File: config.mk
export PLATFORM = sky130hd
export DESIGN_NAME = slm_config_regs
export DESIGN_NICKNAME = d
export VERILOG_FILES = /design/src/slm_pkg.sv /design/src/slm_lock_detector.sv /design/src/slm_config_regs.sv
export SDC_FILE = /design/constraint.sdc
export NUM_CORES = 1
export LEC_CHECK = 0
export BUFFER_PORTS_ARGS = -buffer_cell sky130_fd_sc_hd__buf_4
export CAP_MARGIN = 20
export CORE_MARGIN = 5
export CORE_UTILIZATION = 50
export CTS_CLUSTER_DIAMETER = 80
export DETAILED_ROUTE_END_ITERATION = 7
export PLACE_DENSITY = 0.78
export SETUP_SLACK_MARGIN = 0.1
export SLEW_MARGIN = 20
export SYNTH_ARGS = -nofsm -noshare
export SYNTH_HDL_FRONTEND = slang
export SYNTH_SLANG_ARGS = --single-unit
export TNS_END_PERCENT = 5
File: constraint.sdc
create_clock -name clk_sys -period 6.4 [get_ports clk_sys]
set_clock_uncertainty 0.1 [all_clocks]
set_input_delay 0.64 -clock clk_sys [delete_from_list [all_inputs] [get_ports clk_sys]]
set_output_delay 0.64 -clock clk_sys [all_outputs]
set_load 0.1 [all_outputs]
File: src/slm_pkg.sv
package slm_pkg;

	// ------------------------------------------------------------
	// Register offsets.
	// ------------------------------------------------------------
	localparam logic [7:0] LOCK_CFG_OFS = 8'h28;
	localparam logic [7:0] MISC_OFS = 8'h2a;
	localparam logic [7:0] MOD_OFS = 8'h2b;
	localparam logic [7:0] CORE_OFS = 8'h2c;
	localparam logic [7:0] FRAC_LOAD_OFS = 8'h10;

	// ------------------------------------------------------------
	// Values after reset and writable bit masks.
	// ------------------------------------------------------------
	localparam logic [7:0] LOCK_CFG_RST = 8'h03;
	localparam logic [7:0] MISC_RST = 8'h00;
	localparam logic [7:0] MOD_RST = 8'h01;
	localparam logic [7:0] CORE_RST = 8'h44;
	localparam logic [7:0] LOCK_CFG_MASK = 8'h07;
	localparam logic [7:0] MISC_MASK = 8'h29;
	localparam logic [7:0] MOD_MASK = 8'h35;
	localparam logic [7:0] CORE_MASK = 8'h7f;

	// ------------------------------------------------------------
	// Field positions.
	// ------------------------------------------------------------
	localparam int LOSS_EN_BIT = 0;
	localparam int LCNT_LSB = 1;
	localparam int LCNT_MSB = 2;
	localparam int BLEED_POLARITY_BIT = 5;
	localparam int CS_SYNC_BIT = 3;
	localparam int READ_SEL_BIT = 0;
	localparam int HALF_LSB_BIT = 5;
	localparam int AUX_EN_BIT = 4;
	localparam int RST_MASK_BIT = 2;
	localparam int MOD_DIS_BIT = 0;
	localparam int RECT_BIT = 6;
	localparam int THR_RANGE_BIT = 5;
	localparam int THR_NOM_LSB = 2;
	localparam int THR_NOM_MSB = 4;
	localparam int TEMP_CAL_BIT = 1;
	localparam int BIAS_DIS_BIT = 0;

	// ------------------------------------------------------------
	// Counts and counter widths.
	// ------------------------------------------------------------
	localparam int LOCK_BASE_COUNT = 1024;
	localparam int LOCK_CNT_W = 14;
	localparam int REF_LOSS_CYCLES = 64;
	localparam int REF_LOSS_W = 7;

	// ------------------------------------------------------------
	// Carriers.
	// ------------------------------------------------------------
	typedef struct packed {
		logic wr;
		logic rd;
		logic [7:0] addr;
		logic [7:0] wdata;
	} slm_bus_type;

	typedef struct packed {
		logic bleed_polarity;
		logic half_lsb_effective;
		logic aux_modulator_enable;
		logic modulator_enable;
		logic core_d_rectifier_bias_select;
		logic core_d_threshold_range;
		logic [2:0] core_d_threshold_nominal;
		logic temp_cal_voltage_enable;
		logic automatic_bias_loop_enable;
	} slm_analog_type;

endpackage

File: src/slm_lock_detector.sv
`timescale 1ns/100ps
module slm_lock_detector
(
	// Clock and reset.
	input wire logic clk_sys,
	input wire logic nrst,
	// Phase detector events and reference loss.
	input wire logic pfd_tick,
	input wire logic in_lock_window,
	input wire logic ref_lost,
	// Configuration.
	input wire logic [1:0] lock_count_select,
	input wire logic loss_of_lock_enable,
	// Result.
	output logic lock_detect
);

	typedef enum logic {SEARCH, LOCKED} slm_lock_state_type;

	slm_lock_state_type state;
	slm_lock_state_type next_state;
	logic [slm_pkg::LOCK_CNT_W-1:0] count;
	logic [slm_pkg::LOCK_CNT_W-1:0] next_count;
	logic [slm_pkg::LOCK_CNT_W-1:0] target;
	logic [slm_pkg::LOCK_CNT_W-1:0] count_inc;
	wire loss_drop;

	assign target = slm_pkg::LOCK_CNT_W'(slm_pkg::LOCK_BASE_COUNT)
		<< lock_count_select;
	assign count_inc = count + slm_pkg::LOCK_CNT_W'(1);
	assign loss_drop = loss_of_lock_enable && ref_lost;

	always_comb
	begin
		next_state = state;
		next_count = count;
		case (state)
			SEARCH:
			begin
				if (pfd_tick && in_lock_window)
				begin
					next_count = count_inc;
					if (count_inc >= target)
						next_state = LOCKED;
				end
				else if (pfd_tick)
					next_count = '0;
			end
			LOCKED:
			begin
				if (loss_drop || (pfd_tick && !in_lock_window))
				begin
					next_state = SEARCH;
					next_count = '0;
				end
			end
			default:
			begin
				next_state = SEARCH;
				next_count = '0;
			end
		endcase
	end

	always_ff @(posedge clk_sys)
	begin
		if (!nrst)
		begin
			state <= SEARCH;
			count <= '0;
			lock_detect <= 1'b0;
		end
		else
		begin
			state <= next_state;
			count <= next_count;
			lock_detect <= (next_state == LOCKED);
		end
	end

endmodule

File: src/slm_config_regs.sv
`timescale 1ns/100ps
// Overview of operation
// - Lock detect rises after 1024<<sel in-window ticks, sel resets to 01.
// - Lock drops on reference loss only while loss-of-lock is enabled.
// - Misc bit 5 selects negative bleed at 0 and positive bleed at 1.
// - Misc bit 3 at 1 resyncs the pin chip select to the reference edges.
// - Misc bit 0 selects oscillator data at 0 and the version code at 1.
// - With the auxiliary modulator off, the half-LSB bit adds half a bit.
// - The reset-mask bit suppresses the modulator reset of a 0x10 write.
// - Modulator disable (reset 1) turns the modulator off at 1, on at 0.
// - Core bit 6 selects rectifier bias for 3.3 V at 0 and 5 V at 1.
// - Core bit 5 selects the 5 V threshold at 0 and the 3.3 V one at 1.
// - Core bit 1 enables the temperature calibration voltage at 1.
// - Core bit 0 stops the automatic bias loop at 1.
module slm_config_regs
#(
	parameter int RB_W = 8,
	parameter logic [7:0] VERSION_ID = 8'h5a
)
(
	// Clock and reset.
	input wire logic clk_sys,
	input wire logic nrst,
	// Register port from the serial interface.
	input wire slm_pkg::slm_bus_type reg_req,
	output logic [7:0] reg_rdata,
	output logic reg_rvalid,
	// Pins.
	input wire logic chip_select_pin,
	input wire logic reference_input_neg,
	// Phase detector.
	input wire logic pfd_tick,
	input wire logic in_lock_window,
	// Readback sources.
	input wire logic [RB_W-1:0] osc_band_bias_data,
	// Controls to the analog and modulator blocks.
	output logic lock_detect,
	output logic chip_select_out,
	output logic modulator_reset,
	output logic [RB_W-1:0] readback_data,
	output slm_pkg::slm_analog_type analog_ctrl
);

	// ------------------------------------------------------------
	// Registers and decode.
	// ------------------------------------------------------------
	logic [7:0] lock_detect_config;
	logic [7:0] misc_readback_control;
	logic [7:0] modulator_control;
	logic [7:0] core_bias_control;
	logic [7:0] next_rdata;

	wire hit_lock = reg_req.addr == slm_pkg::LOCK_CFG_OFS;
	wire hit_misc = reg_req.addr == slm_pkg::MISC_OFS;
	wire hit_mod = reg_req.addr == slm_pkg::MOD_OFS;
	wire hit_core = reg_req.addr == slm_pkg::CORE_OFS;
	wire hit_frac = reg_req.addr == slm_pkg::FRAC_LOAD_OFS;

	wire wr_lock = reg_req.wr && hit_lock;
	wire wr_misc = reg_req.wr && hit_misc;
	wire wr_mod = reg_req.wr && hit_mod;
	wire wr_core = reg_req.wr && hit_core;

	// Masking keeps reserved positions at zero in storage.
	wire [7:0] wdata_lock = reg_req.wdata & slm_pkg::LOCK_CFG_MASK;
	wire [7:0] wdata_misc = reg_req.wdata & slm_pkg::MISC_MASK;
	wire [7:0] wdata_mod = reg_req.wdata & slm_pkg::MOD_MASK;
	wire [7:0] wdata_core = reg_req.wdata & slm_pkg::CORE_MASK;

	always_comb
	begin
		next_rdata = 8'h00;
		if (hit_lock)
			next_rdata = lock_detect_config;
		else if (hit_misc)
			next_rdata = misc_readback_control;
		else if (hit_mod)
			next_rdata = modulator_control;
		else if (hit_core)
			next_rdata = core_bias_control;
	end

	// ------------------------------------------------------------
	// Register storage.
	// ------------------------------------------------------------
	always_ff @(posedge clk_sys)
	begin
		if (!nrst)
		begin
			lock_detect_config <= slm_pkg::LOCK_CFG_RST;
			misc_readback_control <= slm_pkg::MISC_RST;
			modulator_control <= slm_pkg::MOD_RST;
			core_bias_control <= slm_pkg::CORE_RST;
		end
		else
		begin
			if (wr_lock)
				lock_detect_config <= wdata_lock;
			if (wr_misc)
				misc_readback_control <= wdata_misc;
			if (wr_mod)
				modulator_control <= wdata_mod;
			if (wr_core)
				core_bias_control <= wdata_core;
		end
	end

	always_ff @(posedge clk_sys)
	begin
		if (!nrst)
		begin
			reg_rdata <= 8'h00;
			reg_rvalid <= 1'b0;
		end
		else
		begin
			reg_rvalid <= reg_req.rd;
			if (reg_req.rd)
				reg_rdata <= next_rdata;
		end
	end

	// ------------------------------------------------------------
	// Field extraction.
	// ------------------------------------------------------------
	wire [1:0] lock_count_select =
		lock_detect_config[slm_pkg::LCNT_MSB:slm_pkg::LCNT_LSB];
	wire loss_of_lock_enable = lock_detect_config[slm_pkg::LOSS_EN_BIT];
	wire bleed_polarity =
		misc_readback_control[slm_pkg::BLEED_POLARITY_BIT];
	wire chip_select_sync_enable =
		misc_readback_control[slm_pkg::CS_SYNC_BIT];
	wire read_select = misc_readback_control[slm_pkg::READ_SEL_BIT];
	wire half_lsb_add = modulator_control[slm_pkg::HALF_LSB_BIT];
	wire aux_modulator_enable = modulator_control[slm_pkg::AUX_EN_BIT];
	wire modulator_reset_mask = modulator_control[slm_pkg::RST_MASK_BIT];
	wire modulator_disable = modulator_control[slm_pkg::MOD_DIS_BIT];

	// ------------------------------------------------------------
	// Pin synchronisers.
	// ------------------------------------------------------------
	logic cs_meta;
	logic cs_sync;
	logic refin_meta;
	logic refin_sync;
	logic refin_prev;
	logic cs_held;

	always_ff @(posedge clk_sys)
	begin
		if (!nrst)
		begin
			cs_meta <= 1'b0;
			cs_sync <= 1'b0;
			refin_meta <= 1'b0;
			refin_sync <= 1'b0;
			refin_prev <= 1'b0;
		end
		else
		begin
			cs_meta <= chip_select_pin;
			cs_sync <= cs_meta;
			refin_meta <= reference_input_neg;
			refin_sync <= refin_meta;
			refin_prev <= refin_sync;
		end
	end

	wire refin_edge = refin_sync && !refin_prev;

	// ------------------------------------------------------------
	// Chip select resynchronisation.
	// ------------------------------------------------------------
	always_ff @(posedge clk_sys)
	begin
		if (!nrst)
			cs_held <= 1'b0;
		else if (refin_edge)
			cs_held <= cs_sync;
	end

	wire next_cs_out = chip_select_sync_enable ? cs_held : cs_sync;

	// ------------------------------------------------------------
	// Reference loss watch.
	// ------------------------------------------------------------
	logic [slm_pkg::REF_LOSS_W-1:0] ref_idle;

	wire ref_lost =
		ref_idle == slm_pkg::REF_LOSS_W'(slm_pkg::REF_LOSS_CYCLES);

	always_ff @(posedge clk_sys)
	begin
		if (!nrst)
			ref_idle <= '0;
		else if (refin_edge)
			ref_idle <= '0;
		else if (!ref_lost)
			ref_idle <= ref_idle + slm_pkg::REF_LOSS_W'(1);
	end

	// ------------------------------------------------------------
	// Lock detector.
	// ------------------------------------------------------------
	slm_lock_detector u_lock
	(
		.clk_sys(clk_sys),
		.nrst(nrst),
		.pfd_tick(pfd_tick),
		.in_lock_window(in_lock_window),
		.ref_lost(ref_lost),
		.lock_count_select(lock_count_select),
		.loss_of_lock_enable(loss_of_lock_enable),
		.lock_detect(lock_detect)
	);

	// ------------------------------------------------------------
	// Modulator and analog controls.
	// ------------------------------------------------------------
	wire next_mod_reset =
		reg_req.wr && hit_frac && !modulator_reset_mask;
	wire [RB_W-1:0] next_readback = read_select ?
		RB_W'(VERSION_ID) : osc_band_bias_data;

	slm_pkg::slm_analog_type next_analog;

	always_comb
	begin
		next_analog.bleed_polarity = bleed_polarity;
		next_analog.half_lsb_effective =
			half_lsb_add && !aux_modulator_enable;
		next_analog.aux_modulator_enable = aux_modulator_enable;
		next_analog.modulator_enable = !modulator_disable;
		next_analog.core_d_rectifier_bias_select =
			core_bias_control[slm_pkg::RECT_BIT];
		next_analog.core_d_threshold_range =
			core_bias_control[slm_pkg::THR_RANGE_BIT];
		next_analog.core_d_threshold_nominal =
			core_bias_control[slm_pkg::THR_NOM_MSB:slm_pkg::THR_NOM_LSB];
		next_analog.temp_cal_voltage_enable =
			core_bias_control[slm_pkg::TEMP_CAL_BIT];
		next_analog.automatic_bias_loop_enable =
			!core_bias_control[slm_pkg::BIAS_DIS_BIT];
	end

	always_ff @(posedge clk_sys)
	begin
		if (!nrst)
		begin
			chip_select_out <= 1'b0;
			modulator_reset <= 1'b0;
			readback_data <= '0;
			analog_ctrl <= '0;
		end
		else
		begin
			chip_select_out <= next_cs_out;
			modulator_reset <= next_mod_reset;
			readback_data <= next_readback;
			analog_ctrl <= next_analog;
		end
	end

endmodule

==> impl_metrics.env <==
export IMPL_tightestPinTransition_ns=0.5800
export IMPL_start_util_pct=50.50
export IMPL_place_gp_congestion=0.7622
export IMPL_area_delta_synth_final_pct=24.34
export IMPL_die_area_um2=7991
export IMPL_worstSkewPairLatency_ns=0.35
export IMPL_wl_per_cell_um=14.06
export IMPL_switchingPower_mw=0.2455
export IMPL_seqPwrFrac_pct=45.4
export IMPL_synth_top_flop_cell="dfxtp_1"
export IMPL_wl_um=6733
export IMPL_ctsResizeCount=0
export IMPL_cellPowerDensity_nw_per_um2=266.0
export IMPL_clock_power_share_pct=45.5
export IMPL_synth_nets=376
export IMPL_setup_viol=0
export IMPL_htree_levels=3
export IMPL_synth_area_leaders="dfxtp_1 (47%), mux2i_1 (5.7%), nor2_1 (5.1%), and2_1 (3.4%), a21oi_1 (2.9%)"
export IMPL_crit_arrival_ns=2.63
export IMPL_period_share_pct=38.68
export IMPL_numClockSinks=74
export IMPL_grt_usage_pct=18.46
export IMPL_antenna_found_initial=0
export IMPL_synth_cells=337
export IMPL_crit_required_ns=6.55
export IMPL_maxCapViolations=0
export IMPL_internal_power_mw=0.7968
export IMPL_maxSlewHeadroom_pct=60.98
export IMPL_ios=63
export IMPL_multiInputGateArea_um2=1569
export IMPL_p_leak_nw=1.655
export IMPL_cts_tree="built"
export IMPL_overflow=0
export IMPL_drt_first_pass_iters=4
export IMPL_slew_violations=0
export IMPL_min_period_ns=2.476
export IMPL_grt_max_degree=32
export IMPL_fillers=542
export IMPL_path_max_fanout=11
export IMPL_startpoint="u_lock.count[2]"
export IMPL_root_buffer="clkbuf_8"
export IMPL_die_y_um=89.40
export IMPL_grt_pass1_vias=2550
export IMPL_cts_hold_buffers=0
export IMPL_pwr_share_comb_pct=9.1
export IMPL_avgViaCountPerCell=5.395
export IMPL_critPathKind="flop to flop"
export IMPL_synthDistinctLibCells=53
export IMPL_setup_worst_path_end="u_lock.lock_detect"
export IMPL_whs_ns=0.3346
export IMPL_synth_edf_count=0
export IMPL_core_area_um2=6241
export IMPL_antenna_cells=0
export IMPL_synth_seq_cells=74
export IMPL_fmax_mhz=403.9
export IMPL_grt_pass1_wl_um=11270
export IMPL_avgSynthCellArea_um2=9.352
export IMPL_ys_warn_count=0
export IMPL_hpwlAfterDp_um=4846
export IMPL_switching_share_pct=23.55
export IMPL_drc_errors=0
export IMPL_drt_iter0_drc=140
export IMPL_numPortBuffers=60
export IMPL_timing_rr_end="u_lock.lock_detect"
export IMPL_yosys_area_top_type="dfxtp_1"
export IMPL_layout_drive_gt1_share_pct=22.14
export IMPL_reg2reg_slack_ns=3.92
export IMPL_vias=2584
export IMPL_synthArstFlopShare_pct=0
export IMPL_worstRegToRegCells=7
export IMPL_status="finished, final reports clean"
export IMPL_cts_clk_slew_worst_paths_ns=0.08
export IMPL_synth_top_area_share_pct=47.00
export IMPL_regArea_um2=1481
export IMPL_fin_tns_setup_ns=0
export IMPL_hold_violations=0
export IMPL_hp_class="flop to flop"
export IMPL_numCtsBuffers=9
export IMPL_nets=436
export IMPL_die_x_um=89.40
export IMPL_rows=29
export IMPL_cp_end_kind="flop"
export IMPL_postRouteAntennaNets=0
export IMPL_cts_max_path_buffers=2
export IMPL_netlist_area_um2=3152
export IMPL_post_cts_buffers=0
export IMPL_grt_setup_unrepaired="false"
export IMPL_cp_start_kind="flop"
export IMPL_yosysSeqAreaShare_pct=47.00
export IMPL_max_vdd_ir_drop_v=0.0002468
export IMPL_r2r_start="u_lock.count[2]"
cell type report:
cell class                 instances  share of cell area [%]
multi-input combinational        238                   40.04
sequential                        74                   37.80
clock inverter                     7                   3.608
tap                               77                   2.458
inverter                          13                   1.245
clock buffer                       9                   3.161
timing repair buffer              61                   11.69
critical path, stage by stage, from the launching register on:
cell and delay, ns:
dfxtp_1 0.45, nand3_1 0.34, nor4_1 0.61, xor2_1 0.16, ha_1 0.32, o21ai_0 0.15, a21oi_1 0.06, a31o_1 0.18
registers in the layout, summed over array words and instances, names as in the netlist, 4 cells and up:
register / cells
u_lock.count: 14
readback_data: 8
modulator_control: 4
core_bias_control: 7
analog_ctrl: 11
reg_rdata: 7
ref_idle: 7
cells in the final DEF (no fill, tap or decap), types with 2 or more instances in the layout:
cell / n
dfxtp_1: 74
buf_4: 61
nor2_1: 43
nand2_1: 22
mux2i_1: 18
a21oi_1: 18
and2_1: 17
nand3_1: 16
inv_1: 12
clkbuf_8: 9
xor2_1: 8
or3_1: 7
ha_1: 7
nand2b_1: 6
and3_1: 6
o21ai_1: 6
or4_1: 5
nand4_1: 4
nor4_4: 4
a2bb2oi_1: 4
bufinv_16: 4
nor4_1: 3
nand3b_1: 3
o21ai_0: 3
xnor2_1: 3
a22oi_1: 3
nor3_1: 2
a221o_1: 2
o31ai_1: 2
o41ai_1: 2
or2_2: 2
nor2b_1: 2
metrics by stage:
step                      worst slack [ns]  cells  area [um2]  util (%)  power, mW
after global placement               3.988    463        3654     58.54     0.5772
after CTS                            3.908    479        3919     62.79      1.050
after detailed placement             3.930    463        3654     58.54     0.5795
final                                3.924    479        3919     62.79      1.042
after global routing                 3.672    479        3919     62.79      1.083
after floorplan                      4.174    337        3152         -     0.5480
cell usage after synthesis (all sizes together), types with 4 or more instances:
| cell | n |
|---|---|
| or3 | 7 |
| dfxtp | 74 |
| nand3 | 17 |
| nand4 | 4 |
| a21oi | 18 |
| mux2i | 18 |
| inv | 13 |
| ha | 7 |
| o21ai | 9 |
| and3 | 6 |
| nand2 | 22 |
| nor4 | 7 |
| and2 | 17 |
| or4 | 5 |
| buf | 4 |
| a2bb2oi | 4 |
| nand2b | 6 |
| xor2 | 8 |
| clkbuf | 8 |
| nor2 | 43 |
routing by layer:
metal  part of all wire [%]  vias to the layer above  track usage, %
met4                    1.5                        0           7.848
met2                     49                       65           29.94
met1                     42                     1210           21.86
met3                    7.3                       10           7.005
li1                       -                     1299               -
met5                      0                        -               0
worst min path at each step:
stage / start / end / cells after the start
4_1_cts: cs_meta / cs_sync / 1
3_3_place_gp: cs_meta / cs_sync / 1
6_report: cs_meta / cs_sync / 1
3_5_place_dp: cs_meta / cs_sync / 1
5_1_grt: cs_meta / cs_sync / 1
2_1_floorplan: modulator_control[2] / modulator_reset / 1
power by group through the flow:
stage | Combinational, mW | Sequential, mW | Clock [mW]
global placement | 0.0940 | 0.483 | 0
CTS | 0.0960 | 0.473 | 0.481
floorplan | 0.0338 | 0.514 | 0
detailed placement | 0.0957 | 0.484 | 0
global route | 0.103 | 0.474 | 0.506
finish | 0.0953 | 0.473 | 0.474
cell families after synthesis:
group | synth area share, %
simple gates | 27.91
flops | 47.00
compound gates | 9.846
buf+inv | 3.215
mux | 6.074
xor+xnor | 3.057
fa+ha+maj | 2.779
other cells | 0.1190
(Power assumes the default switching activity.)
